`src/hdl/podec_pkg.sv`:
```
/*
 * Constants, field layouts and carrier types for the positioning option
 * decoder. Assumes a single 250 MHz device clock and an object port that
 * addresses registers by their object index.
 */
// How it works
// (RULE1) 16-bit option word, resets to 0001h
// (RULE2) Bits 1..0 pick relative reference, ctrl bit6
// (RULE3) Code 00: add to previous target, else 0
// (RULE4) Code 01: relative to ramp generator output
// (RULE5) Code 10: relative to actual position
// (RULE6) Release new setpoint, then clear acknowledge
// (RULE7) Held controlword updated on internal release
// (RULE8) Code 00 host handshake; 01 release at target
// (RULE9) Code 10 release at once; 11 reserved
// (RULE10) Direction 00: linear, wrap at range limits
// (RULE11) Direction 01: negative only, via minimum
// (RULE12) Direction 10: positive only, via maximum
// (RULE13) Direction 11: shortest path, half-range test
// (RULE14) Signed 32-bit following error, resets zero
// (RULE15) Input word: lower, upper, reference switches
// (RULE16) General inputs one to eight in 23..16
// (RULE17) Unsupported bits ignored, reserved codes inert; code stores all 16 option bits unmasked
package podec_pkg;

    localparam logic [15:0] PODEC_IDX_OPTIONS  = 16'h60f2;
    localparam logic [15:0] PODEC_IDX_FOLLOW   = 16'h60f4;
    localparam logic [15:0] PODEC_IDX_INPUTS   = 16'h60fd;
    localparam logic [15:0] PODEC_OPT_RESET    = 16'h0001;
    localparam logic [15:0] PODEC_OPT_MASK     = 16'h00f3;

    localparam int PODEC_REL_LSB  = 0;
    localparam int PODEC_RLS_LSB  = 4;
    localparam int PODEC_DIR_LSB  = 6;
    localparam int PODEC_CW_NEWSP = 4;
    localparam int PODEC_CW_REL   = 6;
    localparam int PODEC_SW_ACK   = 12;
    localparam int PODEC_DI_LOWER = 0;
    localparam int PODEC_DI_UPPER = 1;
    localparam int PODEC_DI_REF   = 2;
    localparam int PODEC_DI_GP    = 16;
    localparam int PODEC_GP_NUM   = 8;

    typedef enum logic [1:0] {
        PODEC_REL_PREV   = 2'b00,
        PODEC_REL_RAMP   = 2'b01,
        PODEC_REL_ACTUAL = 2'b10,
        PODEC_REL_RSVD   = 2'b11
    } podec_rel_t;

    typedef enum logic [1:0] {
        PODEC_RLS_HOST   = 2'b00,
        PODEC_RLS_TARGET = 2'b01,
        PODEC_RLS_ASAP   = 2'b10,
        PODEC_RLS_RSVD   = 2'b11
    } podec_rls_t;

    typedef enum logic [1:0] {
        PODEC_DIR_LINEAR   = 2'b00,
        PODEC_DIR_NEGATIVE = 2'b01,
        PODEC_DIR_POSITIVE = 2'b10,
        PODEC_DIR_SHORTEST = 2'b11
    } podec_dir_t;

    typedef enum logic [1:0] {
        PODEC_SHK_IDLE = 2'b00,
        PODEC_SHK_WAIT = 2'b01,
        PODEC_SHK_ACK  = 2'b10
    } podec_shk_t;

    // Object port request from the process data engine
    typedef struct packed {
        logic        wr;
        logic        rd;
        logic [15:0] index;
        logic [31:0] wdata;
    } podec_obj_req_t;

    // Move request from the profile generator side
    typedef struct packed {
        logic        valid;
        logic signed [31:0] target;
        logic signed [31:0] ramp_pos;
        logic signed [31:0] actual_pos;
        logic signed [31:0] range_min;
        logic signed [31:0] range_max;
    } podec_move_req_t;

    // Resolved move for the trajectory generator
    typedef struct packed {
        logic        valid;
        logic        dir_positive;
        logic        via_limit;
        logic signed [31:0] target;
    } podec_move_t;

endpackage

```
`src/hdl/podec_top.sv`:
```
/*
 * Positioning option decoder: holds the option word, resolves relative
 * targets and rotary direction, auto-releases the new-setpoint bit, and
 * exposes the following error and digital input words over an object port.
 * Assumes the object port and move requests come from logic on clk_sys_i;
 * switch and general inputs are pins and are synchronised here.
 */
`timescale 1ns/1ps
module podec_top (
    input  wire logic                      clk_sys_i,    // 250 MHz clock
    input  wire logic                      rst_n_i,      // Sync reset, low
    input  wire podec_pkg::podec_obj_req_t obj_req_i,    // Object access
    output logic [31:0]                    obj_rdata_o,  // Read data
    output logic                           obj_rvalid_o, // Read data valid
    output logic                           obj_err_o,    // Refused access
    input  wire logic                      cw_wr_i,      // Host writes cw
    input  wire logic [15:0]               cw_wdata_i,   // Host cw value
    output logic [15:0]                    cw_o,         // Held controlword
    input  wire logic                      sp_ack_set_i, // Setpoint taken
    output logic                           sp_ack_o,     // Status bit 12
    input  wire logic                      target_reached_i, // Move done
    input  wire podec_pkg::podec_move_req_t move_req_i,  // Move request
    output podec_pkg::podec_move_t         move_o,       // Resolved move
    input  wire logic signed [31:0]        follow_err_i, // Following error
    input  wire logic                      lower_travel_switch_i, // Pin
    input  wire logic                      upper_travel_switch_i, // Pin
    input  wire logic                      reference_switch_i,    // Pin
    input  wire logic [7:0]                gp_in_i       // General inputs
);
    import podec_pkg::*;

    logic [15:0]        opt_q, opt_d;
    logic [15:0]        cw_q, cw_d;
    logic               ack_q, ack_d;
    podec_shk_t         shk_q, shk_d;
    logic signed [31:0] prev_tgt_q, prev_tgt_d;
    podec_move_t        mv_q, mv_d;
    logic signed [31:0] ferr_q, ferr_d;
    logic [31:0]        rdata_q, rdata_d;
    logic               rvalid_q, rvalid_d;
    logic               err_q, err_d;
    logic [10:0]        sync1_q, sync2_q;
    logic [31:0]        din_w;

    podec_rel_t rel_w;
    podec_rls_t rls_w;
    podec_dir_t dir_w;

    // (RULE17) Reserved codes ignored
    assign rel_w = podec_rel_t'(opt_q[PODEC_REL_LSB +: 2]);
    assign rls_w = podec_rls_t'(opt_q[PODEC_RLS_LSB +: 2]);
    assign dir_w = podec_dir_t'(opt_q[PODEC_DIR_LSB +: 2]);

    // Pin synchronisers, two flops each
    always_ff @(posedge clk_sys_i) begin
        if (!rst_n_i) begin
            sync1_q <= '0;
            sync2_q <= '0;
        end else begin
            sync1_q <= {gp_in_i, reference_switch_i,
                        upper_travel_switch_i, lower_travel_switch_i};
            sync2_q <= sync1_q;
        end
    end

    // (RULE15) Switch bit placement
    always_comb begin
        din_w = '0;
        din_w[PODEC_DI_LOWER] = sync2_q[0];
        din_w[PODEC_DI_UPPER] = sync2_q[1];
        din_w[PODEC_DI_REF]   = sync2_q[2];
        // (RULE16) General inputs field
        din_w[PODEC_DI_GP +: PODEC_GP_NUM] = sync2_q[10:3];
    end

    // Option word, object reads and following error
    always_comb begin
        opt_d    = opt_q;
        rdata_d  = rdata_q;
        rvalid_d = 1'b0;
        err_d    = 1'b0;
        // (RULE14) Following error sampled
        ferr_d   = follow_err_i;
        if (obj_req_i.wr) begin
            if (obj_req_i.index == PODEC_IDX_OPTIONS) begin
                // (RULE1) Option word write
                opt_d = obj_req_i.wdata[15:0];
            end else begin
                err_d = 1'b1;
            end
        end
        if (obj_req_i.rd) begin
            rvalid_d = 1'b1;
            case (obj_req_i.index)
                PODEC_IDX_OPTIONS: rdata_d = {16'h0000, opt_q};
                PODEC_IDX_FOLLOW:  rdata_d = ferr_q;
                PODEC_IDX_INPUTS:  rdata_d = din_w;
                default: begin
                    rdata_d = '0;
                    err_d   = 1'b1;
                end
            endcase
        end
    end

    always_ff @(posedge clk_sys_i) begin
        if (!rst_n_i) begin
            opt_q    <= PODEC_OPT_RESET;
            rdata_q  <= '0;
            rvalid_q <= 1'b0;
            err_q    <= 1'b0;
            ferr_q   <= '0;
        end else begin
            opt_q    <= opt_d;
            rdata_q  <= rdata_d;
            rvalid_q <= rvalid_d;
            err_q    <= err_d;
            ferr_q   <= ferr_d;
        end
    end

    // Setpoint handshake and held controlword
    always_comb begin
        cw_d  = cw_q;
        ack_d = ack_q;
        shk_d = shk_q;
        if (cw_wr_i) begin
            cw_d = cw_wdata_i;
        end
        if (sp_ack_set_i) begin
            ack_d = 1'b1;
        end
        case (shk_q)
            PODEC_SHK_IDLE: begin
                // (RULE8) Code 00 leaves host
                if (sp_ack_set_i && (rls_w == PODEC_RLS_TARGET ||
                                     rls_w == PODEC_RLS_ASAP)) begin
                    shk_d = PODEC_SHK_WAIT;
                end
            end
            PODEC_SHK_WAIT: begin
                // (RULE9) Release as soon as possible
                if (rls_w == PODEC_RLS_ASAP ||
                    (rls_w == PODEC_RLS_TARGET && target_reached_i)) begin
                    // (RULE6) Clear new setpoint
                    // (RULE7) Held controlword updated
                    cw_d[PODEC_CW_NEWSP] = 1'b0;
                    shk_d = PODEC_SHK_ACK;
                end else if (rls_w != PODEC_RLS_TARGET) begin
                    shk_d = PODEC_SHK_IDLE;
                end
            end
            PODEC_SHK_ACK: begin
                // (RULE6) Then clear acknowledge
                ack_d = 1'b0;
                shk_d = PODEC_SHK_IDLE;
            end
            default: shk_d = PODEC_SHK_IDLE;
        endcase
    end

    always_ff @(posedge clk_sys_i) begin
        if (!rst_n_i) begin
            cw_q  <= '0;
            ack_q <= 1'b0;
            shk_q <= PODEC_SHK_IDLE;
        end else begin
            cw_q  <= cw_d;
            ack_q <= ack_d;
            shk_q <= shk_d;
        end
    end

    // Target resolution and rotary direction
    logic signed [31:0] base_w;
    logic signed [31:0] tgt_w;
    logic signed [31:0] diff_w;
    logic signed [31:0] span_w;
    logic               inert_w;

    always_comb begin
        inert_w = 1'b0;
        base_w  = '0;
        // (RULE2) Relative bit in controlword
        if (cw_q[PODEC_CW_REL]) begin
            case (rel_w)
                // (RULE3) Previous target, zero at start
                PODEC_REL_PREV:   base_w = prev_tgt_q;
                // (RULE4) Ramp generator output
                PODEC_REL_RAMP:   base_w = move_req_i.ramp_pos;
                // (RULE5) Actual position base
                PODEC_REL_ACTUAL: base_w = move_req_i.actual_pos;
                default:          inert_w = 1'b1;
            endcase
        end
        tgt_w  = base_w + move_req_i.target;
        diff_w = tgt_w - move_req_i.actual_pos;
        span_w = move_req_i.range_max - move_req_i.range_min;
    end

    always_comb begin
        mv_d       = mv_q;
        mv_d.valid = 1'b0;
        prev_tgt_d = prev_tgt_q;
        if (move_req_i.valid && !inert_w) begin
            mv_d.valid        = 1'b1;
            mv_d.via_limit    = 1'b0;
            mv_d.dir_positive = (diff_w >= 0);
            mv_d.target       = tgt_w;
            case (dir_w)
                PODEC_DIR_LINEAR: begin
                    // (RULE10) Wrap at range limits
                    if (span_w != 0 && tgt_w > move_req_i.range_max) begin
                        mv_d.target    = tgt_w - span_w;
                        mv_d.via_limit = 1'b1;
                    end else if (span_w != 0 &&
                                 tgt_w < move_req_i.range_min) begin
                        mv_d.target    = tgt_w + span_w;
                        mv_d.via_limit = 1'b1;
                    end
                end
                PODEC_DIR_NEGATIVE: begin
                    // (RULE11) Negative only, via minimum
                    mv_d.dir_positive = 1'b0;
                    mv_d.via_limit    = (diff_w > 0);
                end
                PODEC_DIR_POSITIVE: begin
                    // (RULE12) Positive only, via maximum
                    mv_d.dir_positive = 1'b1;
                    mv_d.via_limit    = (diff_w < 0);
                end
                PODEC_DIR_SHORTEST: begin
                    // (RULE13) Shortest path, half span test
                    if (diff_w >= 0) begin
                        mv_d.dir_positive = (diff_w < (span_w >>> 1));
                    end else begin
                        mv_d.dir_positive = (-diff_w >= (span_w >>> 1));
                    end
                    mv_d.via_limit = 1'b0;
                end
                default: mv_d.valid = 1'b0;
            endcase
            prev_tgt_d = mv_d.target;
        end
    end

    always_ff @(posedge clk_sys_i) begin
        if (!rst_n_i) begin
            mv_q       <= '0;
            prev_tgt_q <= '0;
        end else begin
            mv_q       <= mv_d;
            prev_tgt_q <= prev_tgt_d;
        end
    end

    assign obj_rdata_o  = rdata_q;
    assign obj_rvalid_o = rvalid_q;
    assign obj_err_o    = err_q;
    assign cw_o         = cw_q;
    assign sp_ack_o     = ack_q;
    assign move_o       = mv_q;

endmodule

```
`config.mk`:
```
export PLATFORM = sky130hd
export DESIGN_NAME = podec_top
export DESIGN_NICKNAME = d
export VERILOG_FILES = /design/src/hdl/podec_pkg.sv /design/src/hdl/podec_top.sv
export SDC_FILE = /design/constraint.sdc
export NUM_CORES = 1
export LEC_CHECK = 0
export ABC_AREA = 1
export ABC_CLOCK_PERIOD_IN_PS = 10400
export BUFFER_PORTS_ARGS = -buffer_cell sky130_fd_sc_hd__buf_2
export CORE_MARGIN = 8
export CORE_UTILIZATION = 45
export CTS_CLUSTER_DIAMETER = 150
export CTS_CLUSTER_SIZE = 10
export DETAILED_ROUTE_END_ITERATION = 8
export PLACE_DENSITY = 0.68
export SYNTH_ARGS = -nofsm -noshare
export SYNTH_HDL_FRONTEND = slang
export SYNTH_SLANG_ARGS = --single-unit
```
`constraint.sdc`:
```
create_clock -name clk_sys_i -period 10.4 [get_ports clk_sys_i]
set_input_delay 1.04 -clock clk_sys_i [delete_from_list [all_inputs] [get_ports clk_sys_i]]
set_output_delay 1.04 -clock clk_sys_i [all_outputs]
set_load 0.03 [all_outputs]
```
==> flow_summary_export.csv <==
group,metric,value,unit
run_status,status,"finished clean",
power,p_per_area,161,nW/um^2
die,dieWidth,234,microns
worst_hold_path,min_from,"sync1_q[3]",
clock_tree,cts_buffer_depth,2,
die,chipHeight,234,microns
place,numPortBuffers,344,
worst_setup_path,rrSetupSlack,1420,ps
worst_setup_path,criticalPathCategory,"register to register",
yosys,synth_area,21400,sq um
yosys,ys_ff_latch,158,
sta,slew_headroom,17.6,%
place,pre_cts_ws,1680,ps
sta,tightest_slew,1220,ps
clock_tree,clk-insertion-delay-late,450,ps
worst_setup_path,cp.arrival,9280,ps
clock_tree,postCtsSetupRepairBufs,0,
drt,viasPerCell,5.19,
sta,grt_setup_unrepaired,"no",
clock_tree,postCtsResizedCells,0,
sta,skew,17.7,ps
clock_tree,htree_levels,4,
worst_setup_path,cpLargestDelayFamily,"simple AND/OR/NAND/NOR gates",
sta,fin_ws,1420,ps
sta,fin_crit_sh,86.3,%
power,ir_drop,0.118,mV
sta,hold_ws,408,ps
worst_setup_path,crit_fanout,30,
yosys,synth_area_per_cell,5.94,sq um
sta,period_minus_slack,8980,ps
worst_setup_path,setup.worst_path.end_class,"register",
clock_tree,holdBufCountCts,0,
yosys,syn_nets,4157,
yosys,synthTopCellsByCount,"nand2_1, inv_1, a21oi_1",
sta,fin_tns_setup,0,ps
drt,drt-pass1-iter-count,6,
yosys,yosys_warnings,0,
worst_setup_path,start_kind,"register",
place,routabilityCongestion,1.01,
global_routing,gr-total-overflow,0,
yosys,synth_edf_count,0,
sta,hold_violations,0,
clock_tree,clkTransAtPathRegs,70,ps
yosys,synthCells,3593,
clock_tree,cts_buffers,17,
worst_setup_path,path_common_cell,"nand2_1",
yosys,synth_largest_area_cell,"nand2_1",
worst_hold_path,hold_end,"sync2_q[3]",
worst_setup_path,worstSetupStartpoint,"opt_q[1]",
die,die_area,54700,sq um
worst_setup_path,r2r_start,"opt_q[1]",
worst_setup_path,rr_worst_depth,46,
drt,drt_iter0_markers,1746,
drt,wl_per_cell,17.4,microns
yosys,synth_top_area_share,17.5,%
drt,wl,78800,microns
worst_setup_path,slowest_delay,550,ps
worst_setup_path,crit_buf_inv,6,
worst_setup_path,cp_slowest_cell,"inv_1",
global_routing,antenna_found_initial,8,
worst_setup_path,worstReg2RegEnd,"move_o[33]",
worst_setup_path,worstPathRequired,10700,ps
global_routing,grt_first_pass_wirelength,120000,microns
place,place_area,23700,sq um
yosys,synth.most_common_cell,"nand2_1",
layout,fin_area,24300,sq um
worst_hold_path,hold_class,"register to register",
flow_run,cap_violations,0,
drt,antenna_left,0,
sta,finalSetupViolations,0,
global_routing,grt_pass1_vias,21470,
die,rows,80,
yosys,synth.area.top_cells,"nand2_1, ha_1, dfxtp_1, inv_1, a21oi_1",
layout,drive_gt1_share,12.4,%
yosys,synthDistinctLibCells,58,
yosys,synth-main-ff-cell,"dfxtp_1",
worst_hold_path,whs_path_depth,2,
clock_tree,clock-root-buffer,"clkbuf_16",
power,power,3.91,mW
power,p_leak,13.9,nW
die,pin_count,361,
yosys,ys_seq_area_share,14.8,%
global_routing,gr-usage-all-layers,27.7,%
global_routing,grt_max_degree,97,
yosys,async_reset_ff_share,0,%
layout,layout.nets,4459,
clock_tree,cts_tree,"built",
sta,fmax,111,MHz
clock_tree,cts_sinks,158,
layout,area_growth,13.8,%
place,post-dp-hpwl,67200,microns
sta,slew_viol_final,0,
drt,drc,0,
die,coreArea,47200,sq um
drt,num_vias,23527,
die,start_util,45.2,%
layout,fillCellCount,5048,
==> worst register-to-register path: cells and delay by family (launching register included) <==
kind	cells	cell delay [ps]
AND/OR/NAND/NOR	24	3430
adder cells (fa/ha/maj)	3	1130
XOR/XNOR	1	220
flip-flops	1	420
AO/OA/AOI/OAI	12	2780
buffers and inverters	6	880
==> layout by cell type, fill, tap and decap left out, drive strengths merged, types with 20 or more instances in the layout <==
master,count
o211ai,40
nand3,179
nand2,1013
nor3,37
nor2,294
a21oi,306
inv,675
o21ai,182
a21o,27
nand4,49
buf,374
ha,284
dfxtp,158
xnor2,20
xor2,111
==> metrics by stage <==
step / util (%) / std cells
6_report: 51.4 / 4530
5_1_grt: 51.4 / 4527
4_1_cts: 51.4 / 4522
3_5_place_dp: 50.2 / 4491
3_3_place_gp: 50.2 / 4491
2_1_floorplan: - / 3593
==> report_power, final <==
group / internal (mW) / total [mW] / switching (mW)
logic: 0.851 / 2.57 / 1.72
clock network: 0.345 / 0.637 / 0.292
registers: 0.653 / 0.696 / 0.0438
==> logic make-up (layout without fill, tap and decap cells) <==
| group | count (synthesis) | in the layout | synth area share (%) |
|---|---|---|---|
| simple gates | 1620 | 1620 | 32.0 |
| buf+inv | 758 | 1072 | 13.5 |
| compound gates | 637 | 637 | 16.9 |
| fa+ha+maj | 289 | 289 | 17.1 |
| flops | 158 | 158 | 14.8 |
| xor+xnor | 131 | 131 | 5.62 |
| other cells | 0 | 8 | 0 |
==> how the worst max path moves through the flow <==
stage                       to  slack (ps)  cells after the start
detailed placement  move_o[33]        1680                     46
global route        move_o[33]         580                     46
global placement    move_o[33]        1760                     46
floorplan           move_o[33]        4000                     44
finish              move_o[33]        1420                     46
CTS                 move_o[33]        1630                     46
==> registers in the layout, indices dropped and copies added (netlist names) <==
register and cells:
obj_rvalid_o 1, opt_q 16, sync2_q 11, shk_q 2, obj_rdata_o 32, cw_o 16, obj_err_o 1, sp_ack_o 1
sync1_q 11, ferr_q 32, move_o 35
==> layout make-up <==
| cell class | instances | area, sq um | area share, % |
|---|---|---|---|
| multi-input cells | 2677 | 15300 | 63.0 |
| flip-flops and latches | 158 | 3160 | 13.0 |
| inverters | 667 | 2500 | 10.3 |
| repair buffers | 374 | 1950 | 8.01 |
| well taps | 615 | 769 | 3.17 |
| clock buffers | 18 | 439 | 1.81 |
| clock inverters | 13 | 146 | 0.602 |
| diodes | 8 | 20.0 | 0.0824 |
==> metal layers <==
| layer | GRT usage [%] | share of wire (%) | up-vias |
|---|---|---|---|
| li1 | - | - | 12117 |
| met3 | 3.15 | 6.2 | 117 |
| met2 | 47.3 | 47 | 741 |
| met1 | 36.4 | 44 | 10552 |
| met5 | 0 | 0 | - |
| met4 | 8.16 | 3.0 | 0 |
(Power assumes the default switching activity.)
